`src/hdl/cspm_pkg.sv`:
```
package cspm_pkg;

  // ----------------------------------------------------------------
  // Register indices (byte address is four times the index)
  // ----------------------------------------------------------------
  localparam logic [9:0] IDX_PLL_CONTROL      = 10'h010;
  localparam logic [9:0] IDX_VCO_CAL_CONTROL  = 10'h018;
  localparam logic [9:0] IDX_PRESCALE_DIV_SEL = 10'h1e0;
  localparam logic [9:0] IDX_INPUT_ROUTING    = 10'h1e1;
  localparam logic [9:0] IDX_UPDATE_STROBE    = 10'h232;
  localparam logic [9:0] IDX_PATH_STATUS      = 10'h233;

  // ----------------------------------------------------------------
  // Field positions
  // ----------------------------------------------------------------
  localparam int PLL_MODE_LSB    = 0;
  localparam int PFD_POL_BIT     = 7;
  localparam int CAL_BIT         = 0;
  localparam int DIV_SEL_LSB     = 0;
  localparam int ROUTE_BYPASS_BIT = 0;
  localparam int ROUTE_SRC_BIT   = 1;
  localparam int UPDATE_BIT      = 0;

  // ----------------------------------------------------------------
  // Encodings and reset values
  // ----------------------------------------------------------------
  localparam logic [1:0] PLL_MODE_NORMAL = 2'h0;
  localparam logic [1:0] PLL_MODE_PWRDN  = 2'h1;

  localparam logic [7:0] RST_PLL_CONTROL = 8'h01;
  localparam logic [7:0] RST_VCO_CAL     = 8'h00;
  localparam logic [7:0] RST_DIV_SEL     = 8'h02;
  localparam logic [7:0] RST_ROUTING     = 8'h00;

  localparam logic [2:0] DIV_RATIO_MIN   = 3'h2;
  localparam logic [2:0] DIV_RATIO_MAX   = 3'h6;
  localparam logic [2:0] DIV_CODE_MAX    = 3'h4;

endpackage : cspm_pkg

```
`src/hdl/cspm_div_decode.sv`:
```
`timescale 1ns/1ns
module cspm_div_decode (
  input  wire logic [2:0] div_code,
  output logic      [2:0] div_ratio
);

  // ----------------------------------------------------------------
  // Select code to ratio, unlisted codes held at the top ratio
  // ----------------------------------------------------------------
  always_comb begin
    if (div_code > cspm_pkg::DIV_CODE_MAX) begin
      div_ratio = cspm_pkg::DIV_RATIO_MAX;
    end else begin
      div_ratio = 3'(div_code + cspm_pkg::DIV_RATIO_MIN);
    end
  end

endmodule : cspm_div_decode

```
`src/hdl/cspm_clock_path_cfg.sv`:
```
`timescale 1ns/1ns
//
// Contract
// - After reset the PLL is off (mode 01b), divider code is 010b (divide by four), divider in path, external clock chosen.
// - A PLL mode field of 01b places the PLL in asynchronous power-down.
// - A PLL mode field of 00b runs the PLL in normal operation.
// - The divider select field programs division by 2 to 6, never below two while the divider is in the path.
// - Routing bit 0 clear feeds distribution from the divider, set feeds the undivided source.
// - Routing bit 1 clear picks the external clock input, set picks the internal VCO.
// - PLL control bit 7 sets PFD polarity, 0 positive and 1 negative.
// - With the PLL on and the external source, the internal VCO stays off and the external clock goes to the prescaler.
//
module cspm_clock_path_cfg (
  input  wire logic        core_clk,
  input  wire logic        rst,
  input  wire logic        psel,
  input  wire logic        penable,
  input  wire logic        pwrite,
  input  wire logic [11:0] paddr,
  input  wire logic [31:0] pwdata,
  input  wire logic [3:0]  pstrb,
  output logic      [31:0] prdata,
  output logic             pready,
  output logic             pslverr,
  output logic             pll_pwrdn,
  output logic             pll_run,
  output logic             pfd_negative,
  output logic             vco_pwr_en,
  output logic             ext_to_prescaler,
  output logic      [2:0]  div_ratio,
  output logic             div_bypass,
  output logic             src_vco,
  output logic             cal_reset,
  output logic             cal_start
);

  // ----------------------------------------------------------------
  // Address decode
  // ----------------------------------------------------------------
  function automatic logic hit(input logic [11:0] addr, input logic [9:0] idx);
    hit = (addr[1:0] == 2'h0) && (addr[11:2] == idx);
  endfunction : hit

  function automatic logic mapped(input logic [11:0] addr);
    mapped = hit(addr, cspm_pkg::IDX_PLL_CONTROL) || hit(addr, cspm_pkg::IDX_VCO_CAL_CONTROL) ||
             hit(addr, cspm_pkg::IDX_PRESCALE_DIV_SEL) || hit(addr, cspm_pkg::IDX_INPUT_ROUTING) ||
             hit(addr, cspm_pkg::IDX_UPDATE_STROBE) || hit(addr, cspm_pkg::IDX_PATH_STATUS);
  endfunction : mapped

  // ----------------------------------------------------------------
  // State
  // ----------------------------------------------------------------
  logic [7:0]  pll_ctl_q,  pll_ctl_d;
  logic [7:0]  cal_ctl_q,  cal_ctl_d;
  logic [7:0]  div_sel_q,  div_sel_d;
  logic [7:0]  route_q,    route_d;
  logic [31:0] prdata_q,   prdata_d;
  logic        pready_q,   pready_d;
  logic        pslverr_q,  pslverr_d;
  logic        act_cal_q,  act_cal_d;
  logic        pll_pwrdn_q, pll_pwrdn_d;
  logic        pll_run_q,   pll_run_d;
  logic        pfd_neg_q,   pfd_neg_d;
  logic        vco_pwr_q,   vco_pwr_d;
  logic        ext_pre_q,   ext_pre_d;
  logic [2:0]  div_ratio_q, div_ratio_d;
  logic        bypass_q,    bypass_d;
  logic        src_vco_q,   src_vco_d;
  logic        cal_reset_q, cal_reset_d;
  logic        cal_start_q, cal_start_d;
  logic        wr_en;
  logic        upd_fire;
  logic [2:0]  staged_ratio;
  logic [31:0] status_word;

  cspm_div_decode u_div_decode (
    .div_code  (div_sel_q[cspm_pkg::DIV_SEL_LSB +: 3]),
    .div_ratio (staged_ratio)
  );

  assign wr_en    = psel && penable && pready_q && pwrite && pstrb[0] && !pslverr_q;
  assign upd_fire = wr_en && hit(paddr, cspm_pkg::IDX_UPDATE_STROBE) &&
                    pwdata[cspm_pkg::UPDATE_BIT];

  always_comb begin
    status_word      = 32'h0;
    status_word[0]   = pll_run_q;
    status_word[1]   = pll_pwrdn_q;
    status_word[2]   = vco_pwr_q;
    status_word[3]   = bypass_q;
    status_word[4]   = src_vco_q;
    status_word[5]   = act_cal_q;
    status_word[8 +: 3] = div_ratio_q;
  end

  // ----------------------------------------------------------------
  // APB slave: answer prepared in setup, one access cycle
  // ----------------------------------------------------------------
  always_comb begin
    prdata_d  = 32'h0;
    pslverr_d = 1'b0;
    pready_d  = 1'b0;
    if (psel && !penable) begin
      pready_d  = 1'b1;
      pslverr_d = !mapped(paddr);
      if (!pwrite) begin
        if (hit(paddr, cspm_pkg::IDX_PLL_CONTROL)) begin
          prdata_d[7:0] = pll_ctl_q;
        end else if (hit(paddr, cspm_pkg::IDX_VCO_CAL_CONTROL)) begin
          prdata_d[7:0] = cal_ctl_q;
        end else if (hit(paddr, cspm_pkg::IDX_PRESCALE_DIV_SEL)) begin
          prdata_d[7:0] = div_sel_q;
        end else if (hit(paddr, cspm_pkg::IDX_INPUT_ROUTING)) begin
          prdata_d[7:0] = route_q;
        end else if (hit(paddr, cspm_pkg::IDX_PATH_STATUS)) begin
          prdata_d = status_word;
        end else begin
          prdata_d = 32'h0;
        end
      end
    end
  end

  always_ff @(posedge core_clk) begin
    if (rst) begin
      prdata_q  <= 32'h0;
      pready_q  <= 1'b0;
      pslverr_q <= 1'b0;
    end else begin
      prdata_q  <= prdata_d;
      pready_q  <= pready_d;
      pslverr_q <= pslverr_d;
    end
  end

  // ----------------------------------------------------------------
  // Staged registers
  // ----------------------------------------------------------------
  always_comb begin
    pll_ctl_d = pll_ctl_q;
    cal_ctl_d = cal_ctl_q;
    div_sel_d = div_sel_q;
    route_d   = route_q;
    if (wr_en) begin
      if (hit(paddr, cspm_pkg::IDX_PLL_CONTROL)) begin
        pll_ctl_d = pwdata[7:0];
      end
      if (hit(paddr, cspm_pkg::IDX_VCO_CAL_CONTROL)) begin
        cal_ctl_d = pwdata[7:0];
      end
      if (hit(paddr, cspm_pkg::IDX_PRESCALE_DIV_SEL)) begin
        div_sel_d = pwdata[7:0];
      end
      if (hit(paddr, cspm_pkg::IDX_INPUT_ROUTING)) begin
        route_d = pwdata[7:0];
      end
    end
  end

  always_ff @(posedge core_clk) begin
    if (rst) begin
      pll_ctl_q <= cspm_pkg::RST_PLL_CONTROL;
      cal_ctl_q <= cspm_pkg::RST_VCO_CAL;
      div_sel_q <= cspm_pkg::RST_DIV_SEL;
      route_q   <= cspm_pkg::RST_ROUTING;
    end else begin
      pll_ctl_q <= pll_ctl_d;
      cal_ctl_q <= cal_ctl_d;
      div_sel_q <= div_sel_d;
      route_q   <= route_d;
    end
  end

  // ----------------------------------------------------------------
  // Active configuration, loaded in one step on update
  // ----------------------------------------------------------------
  always_comb begin
    act_cal_d   = act_cal_q;
    pll_pwrdn_d = pll_pwrdn_q;
    pll_run_d   = pll_run_q;
    pfd_neg_d   = pfd_neg_q;
    div_ratio_d = div_ratio_q;
    bypass_d    = bypass_q;
    src_vco_d   = src_vco_q;
    cal_reset_d = 1'b0;
    cal_start_d = 1'b0;
    if (upd_fire) begin
      act_cal_d   = cal_ctl_q[cspm_pkg::CAL_BIT];
      pll_pwrdn_d = pll_ctl_q[cspm_pkg::PLL_MODE_LSB +: 2] == cspm_pkg::PLL_MODE_PWRDN;
      pll_run_d   = pll_ctl_q[cspm_pkg::PLL_MODE_LSB +: 2] == cspm_pkg::PLL_MODE_NORMAL;
      pfd_neg_d   = pll_ctl_q[cspm_pkg::PFD_POL_BIT];
      div_ratio_d = staged_ratio;
      bypass_d    = route_q[cspm_pkg::ROUTE_BYPASS_BIT];
      src_vco_d   = route_q[cspm_pkg::ROUTE_SRC_BIT];
      // Calibration edges seen by the VCO band logic
      cal_start_d = cal_ctl_q[cspm_pkg::CAL_BIT] && !act_cal_q;
      cal_reset_d = !cal_ctl_q[cspm_pkg::CAL_BIT] && act_cal_q;
    end
    vco_pwr_d = pll_run_d && src_vco_d;
    ext_pre_d = pll_run_d && !src_vco_d;
  end

  always_ff @(posedge core_clk) begin
    if (rst) begin
      act_cal_q   <= 1'b0;
      pll_pwrdn_q <= 1'b1;
      pll_run_q   <= 1'b0;
      pfd_neg_q   <= 1'b0;
      div_ratio_q <= 3'h4;
      bypass_q    <= 1'b0;
      src_vco_q   <= 1'b0;
      vco_pwr_q   <= 1'b0;
      ext_pre_q   <= 1'b0;
      cal_reset_q <= 1'b0;
      cal_start_q <= 1'b0;
    end else begin
      act_cal_q   <= act_cal_d;
      pll_pwrdn_q <= pll_pwrdn_d;
      pll_run_q   <= pll_run_d;
      pfd_neg_q   <= pfd_neg_d;
      div_ratio_q <= div_ratio_d;
      bypass_q    <= bypass_d;
      src_vco_q   <= src_vco_d;
      vco_pwr_q   <= vco_pwr_d;
      ext_pre_q   <= ext_pre_d;
      cal_reset_q <= cal_reset_d;
      cal_start_q <= cal_start_d;
    end
  end

  assign prdata           = prdata_q;
  assign pready           = pready_q;
  assign pslverr          = pslverr_q;
  assign pll_pwrdn        = pll_pwrdn_q;
  assign pll_run          = pll_run_q;
  assign pfd_negative     = pfd_neg_q;
  assign vco_pwr_en       = vco_pwr_q;
  assign ext_to_prescaler = ext_pre_q;
  assign div_ratio        = div_ratio_q;
  assign div_bypass       = bypass_q;
  assign src_vco          = src_vco_q;
  assign cal_reset        = cal_reset_q;
  assign cal_start        = cal_start_q;
endmodule : cspm_clock_path_cfg

```
`config.mk`:
```
export PLATFORM = sky130hd
export DESIGN_NAME = cspm_clock_path_cfg
export DESIGN_NICKNAME = d
export VERILOG_FILES = /design/src/hdl/cspm_pkg.sv /design/src/hdl/cspm_div_decode.sv /design/src/hdl/cspm_clock_path_cfg.sv
export SDC_FILE = /design/constraint.sdc
export NUM_CORES = 1
export LEC_CHECK = 0
export BUFFER_PORTS_ARGS = -buffer_cell sky130_fd_sc_hd__buf_2
export CAP_MARGIN = 25
export CORE_AREA = 2 2 97 99
export DETAILED_ROUTE_END_ITERATION = 7
export DIE_AREA = 0 0 99 101
export PLACE_DENSITY = 0.56
export SETUP_SLACK_MARGIN = 0.1
export SYNTH_ARGS = -nofsm -noshare
export SYNTH_HDL_FRONTEND = slang
export SYNTH_HIERARCHICAL = 1
export SYNTH_SLANG_ARGS = --single-unit
```
`constraint.sdc`:
```
create_clock -name core_clk -period 1.97 [get_ports core_clk]
set_clock_uncertainty 0.1 [all_clocks]
set_input_delay 0.197 -clock core_clk [delete_from_list [all_inputs] [get_ports core_clk]]
set_output_delay 0.197 -clock core_clk [all_outputs]
set_load 0.05 [all_outputs]
```
**Word-level counts from Yosys, hierarchy flattened**

Index checks and enable logic that the tools add are counted.

- Word-level logic and storage cells: 81
- Register bits after elaboration: 79
- Input port bits: 53

- $add $sub $neg: 1
- Mux-type cells: 9
- $lt $le $gt $ge: 1
- Eq/ne operators: 7
- Reduce and logical (&&, ||, !) cells: 40
- Bitwise gates (word level): 3

Operator list:

| operator | count |
|---|---|
| two-way mux 8 bit | 4 |
| == test 10 bit (second input constant) | 2 |
| == test 10 x 5 -> 1 bit (second input constant) | 2 |
| == test 10 x 9 -> 1 bit (second input constant) | 2 |
| logical AND 1 bit | 18 |
| AND reduction 2 bit | 4 |
| OR reduction 8 bit | 1 |
| OR reduction 7 bit | 1 |
| zero test 1 bit | 6 |
| two-way mux 6 bit | 1 |
| logical OR 1 bit | 5 |
| zero test 2 bit | 2 |
| OR reduction 2 bit | 2 |
| adder 3 x 2 -> 3 bit (second input constant) | 1 |
| > comparator 3 bit (second input constant) | 1 |
| two-way mux 1 bit | 3 |
| two-way mux 3 bit | 1 |
| NOT 1 bit | 3 |
| OR reduction 3 bit | 1 |
| == test 2 x 1 -> 1 bit (second input constant) | 1 |

**Depth between registers and ports, before layout**

- Word-level depth: 10
- Depth in mapped cells: 6
- Gate-level depth less buffers: 5

**By module**

The synthesis kept the hierarchy.

By module, submodules not included:

| module | sequential area each (µm²) | cells each | instances | area each (µm²) |
|---|---|---|---|---|
| cspm_clock_path_cfg | 1,161.1 | 295 | 1 | 2,678.8 |
| cspm_div_decode | 0.0 | 3 | 1 | 18.8 |

**Worst setup path before layout**

No wires, ideal clock.

- Kind: register to register
- Start point: register pready_q, in the netlist pready
- End point: register src_vco_q, in the netlist src_vco
- Data required time: 1.742 ns
- Path slack: -0.159 ns
- Cell stages (with the launch flop): 7
- Clock period less this slack: 2.129 ns
- Data arrival time: 1.901 ns
- Setup time: 0.128 ns
- Path buffers: 1
- Path through: dfxtp_1 > nand4_1 > nor3b_2 > nand4_1 > buf_2 > mux2i_1 > nor2_1

- Word-level cells in the longest chain between the ends: 7

Ends and longest elaborated chain:

| element | RTL line | source |
|---|---|---|
| start, declared | cspm_clock_path_cfg.sv:58 | `logic pready_q, pready_d;` |
| start signal, assigned | cspm_clock_path_cfg.sv:131 | `pready_q <= pready_d;` |
| logical AND 1 bit (4 in a row) | cspm_clock_path_cfg.sv:81 | `assign wr_en = psel && penable && pready_q && pwrite && pstrb[0] && !pslverr_q;` |
| logical AND 1 bit (2 in a row) | cspm_clock_path_cfg.sv:82 | `assign upd_fire = wr_en && hit(paddr, cspm_pkg::IDX_UPDATE_STROBE) &&` |
| two-way mux 1 bit | cspm_clock_path_cfg.sv:187 | `if (upd_fire) begin` |
| end signal, assigned | cspm_clock_path_cfg.sv:223 | `src_vco_q <= src_vco_d;` |
| end, declared | cspm_clock_path_cfg.sv:68 | `logic src_vco_q, src_vco_d;` |

Every way passes these cells.
A chain may end at the register's enable or synchronous reset.

**Final worst setup path**

- Start point: register pready_q, in the netlist pready
- End point: register pll_ctl_q[5]

- Word-level cells in the longest chain between the ends: 5

Ends and longest elaborated chain:

| element | RTL line | source |
|---|---|---|
| logical AND 1 bit (4 in a row) | cspm_clock_path_cfg.sv:81 |  |
| AND reduction 2 bit (no source line) | n/a |  |
| end signal, assigned | cspm_clock_path_cfg.sv:162 | `pll_ctl_q <= cspm_pkg::RST_PLL_CONTROL;` |
| end signal, assigned | cspm_clock_path_cfg.sv:167 | `pll_ctl_q <= pll_ctl_d;` |
| end, declared | cspm_clock_path_cfg.sv:53 | `logic [7:0] pll_ctl_q, pll_ctl_d;` |

Every way passes these cells.

==> results.txt <==
----------------------------------------------------
[Outcome]
  Run status ... finished clean

[Detailed routing]
  Vias after detailed routing ... around 2400
  Wirelength per Cell ... between 10 and 15 um
  DR pass1 iterations ... 4
  Vias per Instance ... slightly below 5
  Final Routed Wirelength ... 7205 um
  Post-DRT Antenna Nets ... 0
  Iteration-0 DRC count of the detailed router ... 95
  DRC Markers ... 0

[Power and ir drop]
  Leakage power ... about 1.5 nW
  Power Density ... just under 700 nW/um^2
  Maximum resistive drop on vdd ... 0.0002371 V
  Post-layout power ... roughly 2.3 mW

[Clock tree]
  Setup Fix Bufs, Post-CTS ... 0
  Maximum root-to-sink buffer count ... 2
  Clock insertion delay at the later pin of the skew report ... between 0.3 and 0.4 ns
  Root cell of the clock tree ... clkbuf_8
  Clock sinks ... 58
  Clock-pin slew on the worst setup and hold paths ... 0.07 ns
  TritonCTS Buffers ... 9
  CTS tree ... built
  Clock H-tree levels ... 3

[Min path]
  Cells on Worst Hold Path ... 3
  Class of the tightest hold or removal check ... input port to flop
  Worst min-delay path startpoint ... pwdata[5]
  Hold endpoint ... route_q[5]

[Floorplan]
  Area enclosed by the die boundary ... between 9000 and 10000 sq um
  Initial core utilization ... around 30%
  Rows ... 35
  Number of top-level pins ... slightly below 100
  Horizontal die dimension ... 99 um
  Placeable core region ... roughly 9000 sq um
  Vert. Die Dim ... slightly above 100 um

[Final layout]
  Storage element area ... 1165 sq um
  Area occupied by multi-input gates ... approximately 1400 sq um
  Number of inserted diodes ... 0
  Area grow syn2layout ... 24.63%
  Fill count ... 908
  Net total in the final layout ... 429
  Ratio of cells with drive above 1 in the final layout ... between 20% and 30%

[Critical path]
  Worst EP arrival ... 1.86 ns
  Max FO, Critical Path ... 11
  Worst Path Required ... 2.08 ns
  Reg2reg end ... pll_ctl_q[5]
  Endpoint class of the critical path ... flop
  Crit Path Class ... flop to flop
  Startpoint type of the worst setup path ... flop
  R2R setup slack ... around 0.22 ns
  Critical path origin ... pready
  R2R depth ... 7
  Start of the worst register-to-register path ... pready

[Placed design]
  Placer congestion estimate ... 0.7841
  Total half-perimeter wirelength after legalization and detailed placement ... approximately 5000 um
  Buffers added on ports ... 50

[Synth]
  Post-synthesis average cell area ... roughly 9 sq um
  Count of unique library cells instantiated by Yosys ... 43
  Yosys Warn Count ... 6
  Synth Cell Area ... between 2000 and 3000 sq um
  #FFs+latches synth ... 58
  Synthesized instance count ... approximately 300
  Sequential fraction of the synthesis area ... a little over two fifths

[STA]
  Achievable clock frequency ... roughly 570 MHz
  Max Transition Viols Final ... 0
  Setup-violating endpoint count in the final report ... 0
  Post-route worst hold slack ... between 0.04 and 0.05 ns
  Fraction of the cycle the final worst path needs ... 88.81%
  Count of endpoints failing hold in the final timing report ... 0
  Setup repair after global routing missed its margin ... false
  Final critical path time including I/O delays and setup ... 1.750 ns

[Global route]
  Via count of the first global-routing pass ... ~2300
  Maximum number of pins on one net before global-route repair ... between 40 and 50
  GRT Util Overall ... between 10% and 20%
  Most Used Layer, Global Route ... met2
  Met1 demand-to-capacity share in global routing ... a little under a fifth
  GR Util met3 ... 4.022%
  First-pass GRT wire length ... about 12000 um
  Number of antenna violations at the first check in global routing ... 0
  GR Overflow Total ... 0
  Met2 Usage GRT ... 24.90%

[Job]
  Number of maximum-capacitance constraint violations ... 0

----------------------------------------------------
## cells in the final DEF, fill, tap and decap left out, types with 14 or more instances in the layout
cell type | Yosys | final
dfxtp_1 | 58 | 57
buf_4 | 21 | 27
o21ai_0 | 22 | 22
nand3_1 | 16 | 16
nand2_1 | 21 | 21
conb_1 | 1 | 21
buf_2 | 4 | 50
a21oi_1 | 14 | 14
nor2_1 | 38 | 38
mux2i_1 | 28 | 28
## what timing repair did
item / 4_1_cts / 5_1_grt
resized for setup: 0 / 1
endpoints found under the setup margin: 0 / 1
hold buffers: 0 / 0
## critical path: stages, from the launching register on
cell,delay [ns]
dfxtp_4,0.34
nand4_1,0.14
nor3b_4,0.30
buf_6,0.22
nand3_4,0.12
buf_4,0.18
mux2i_1,0.15
nor2_1,0.05
## per-stage QoR
step | std cells | setup WS, ns | area, sq um | utilization, % | setup TNS [ns]
2_1_floorplan | 318 | 0.1343 | 2783 | - | 0
3_3_place_gp | 476 | -0.07891 | 3207 | 35.72 | -0.7390
3_5_place_dp | 476 | -0.09870 | 3207 | 35.72 | -0.9265
4_1_cts | 491 | 0.1733 | 3358 | 37.41 | 0
5_1_grt | 491 | 0.1032 | 3362 | 37.45 | 0
6_report | 491 | 0.2204 | 3362 | 37.45 | 0
## Yosys cell counts (all sizes together)
library cell	count	area, sq um
mux2	1	11.26
o31ai	1	7.510
a211o	4	35.03
a22o	6	52.55
a21oi	14	70.07
mux2i	28	280.3
nand2	21	78.83
nand3b	1	7.510
or2	2	12.52
nor3b	2	20.02
and2	3	18.77
or4b	2	27.53
nor4	3	48.80
or3	2	12.51
nor2b	2	12.51
nor2	38	142.6
nor3	4	47.54
nand4	5	31.28
clkbuf	7	26.28
dfxtp	58	1161
a21o	3	22.52
inv	6	22.52
nand4b	1	8.760
nor4b	1	8.760
a31oi	2	12.51
nand3	18	115.1
a221oi	1	8.760
or4	1	11.26
or3b	1	8.760
buf	26	188.9
o21ai	22	110.1
conb	1	3.750
and3	2	12.51
and4	1	8.760
nand2b	8	50.05
## flip-flops by register name (all words and copies together), names as in the netlist
| signal | flops |
|---|---|
| route_q | 8 |
| pslverr | 1 |
| pfd_negative | 1 |
| src_vco | 1 |
| cal_ctl_q | 8 |
| div_sel_q | 8 |
| cal_start | 1 |
| ext_to_prescaler | 1 |
| prdata | 11 |
| cal_reset | 1 |
| pready | 1 |
| pll_pwrdn | 1 |
| vco_pwr_en | 1 |
| div_bypass | 1 |
| div_ratio | 3 |
| act_cal_q | 1 |
| pll_run | 1 |
| pll_ctl_q | 8 |
## layer usage
layer | wire (um) | vias to the layer above | part of all wire (%)
met5 | 0 | - | 0
met4 | 152 | 0 | 2.1
met3 | 450 | 16 | 6.2
met2 | 3402 | 86 | 47
met1 | 3199 | 1120 | 44
li1 | - | 1156 | -
## final cells by class
type	count	share of cell area [%]
clock buffer	12	4.019
multi-input combinational	221	41.05
inverter	6	0.6699
tap	111	4.131
timing repair buffer	80	15.00
clock inverter	3	0.4838
sequential	58	34.65
## power by group
group          internal [mW]  switching, mW  total, mW  leakage (nW)
Clock                  0.446          0.458      0.905        0.0805
Combinational         0.0389          0.164      0.203         0.974
Sequential              1.17        0.00131       1.17         0.468
Total                   1.66          0.624       2.28          1.52
## worst max-delay path by stage
| stage | slack, ns | to |
|---|---|---|
| floorplan | 0.13 | src_vco |
| global placement | -0.08 | pll_ctl_q[4] |
| detailed placement | -0.1 | pll_ctl_q[5] |
| CTS | 0.17 | pll_ctl_q[5] |
| global route | 0.10 | cal_ctl_q[0] |
| finish | 0.22 | pll_ctl_q[5] |
## cells by family (layout without fill, tap and decap cells)
logic type	after synthesis	after routing	share of synthesized area, %
other	1	21	0.1390
multiplexers	29	29	10.81
flip-flops	58	58	43.04
AO/OA/AOI/OAI	53	53	11.83
buffers and inverters	39	101	8.813
AND/OR/NAND/NOR	118	118	25.37
No activity file was read; power rests on OpenSTA's default activity.
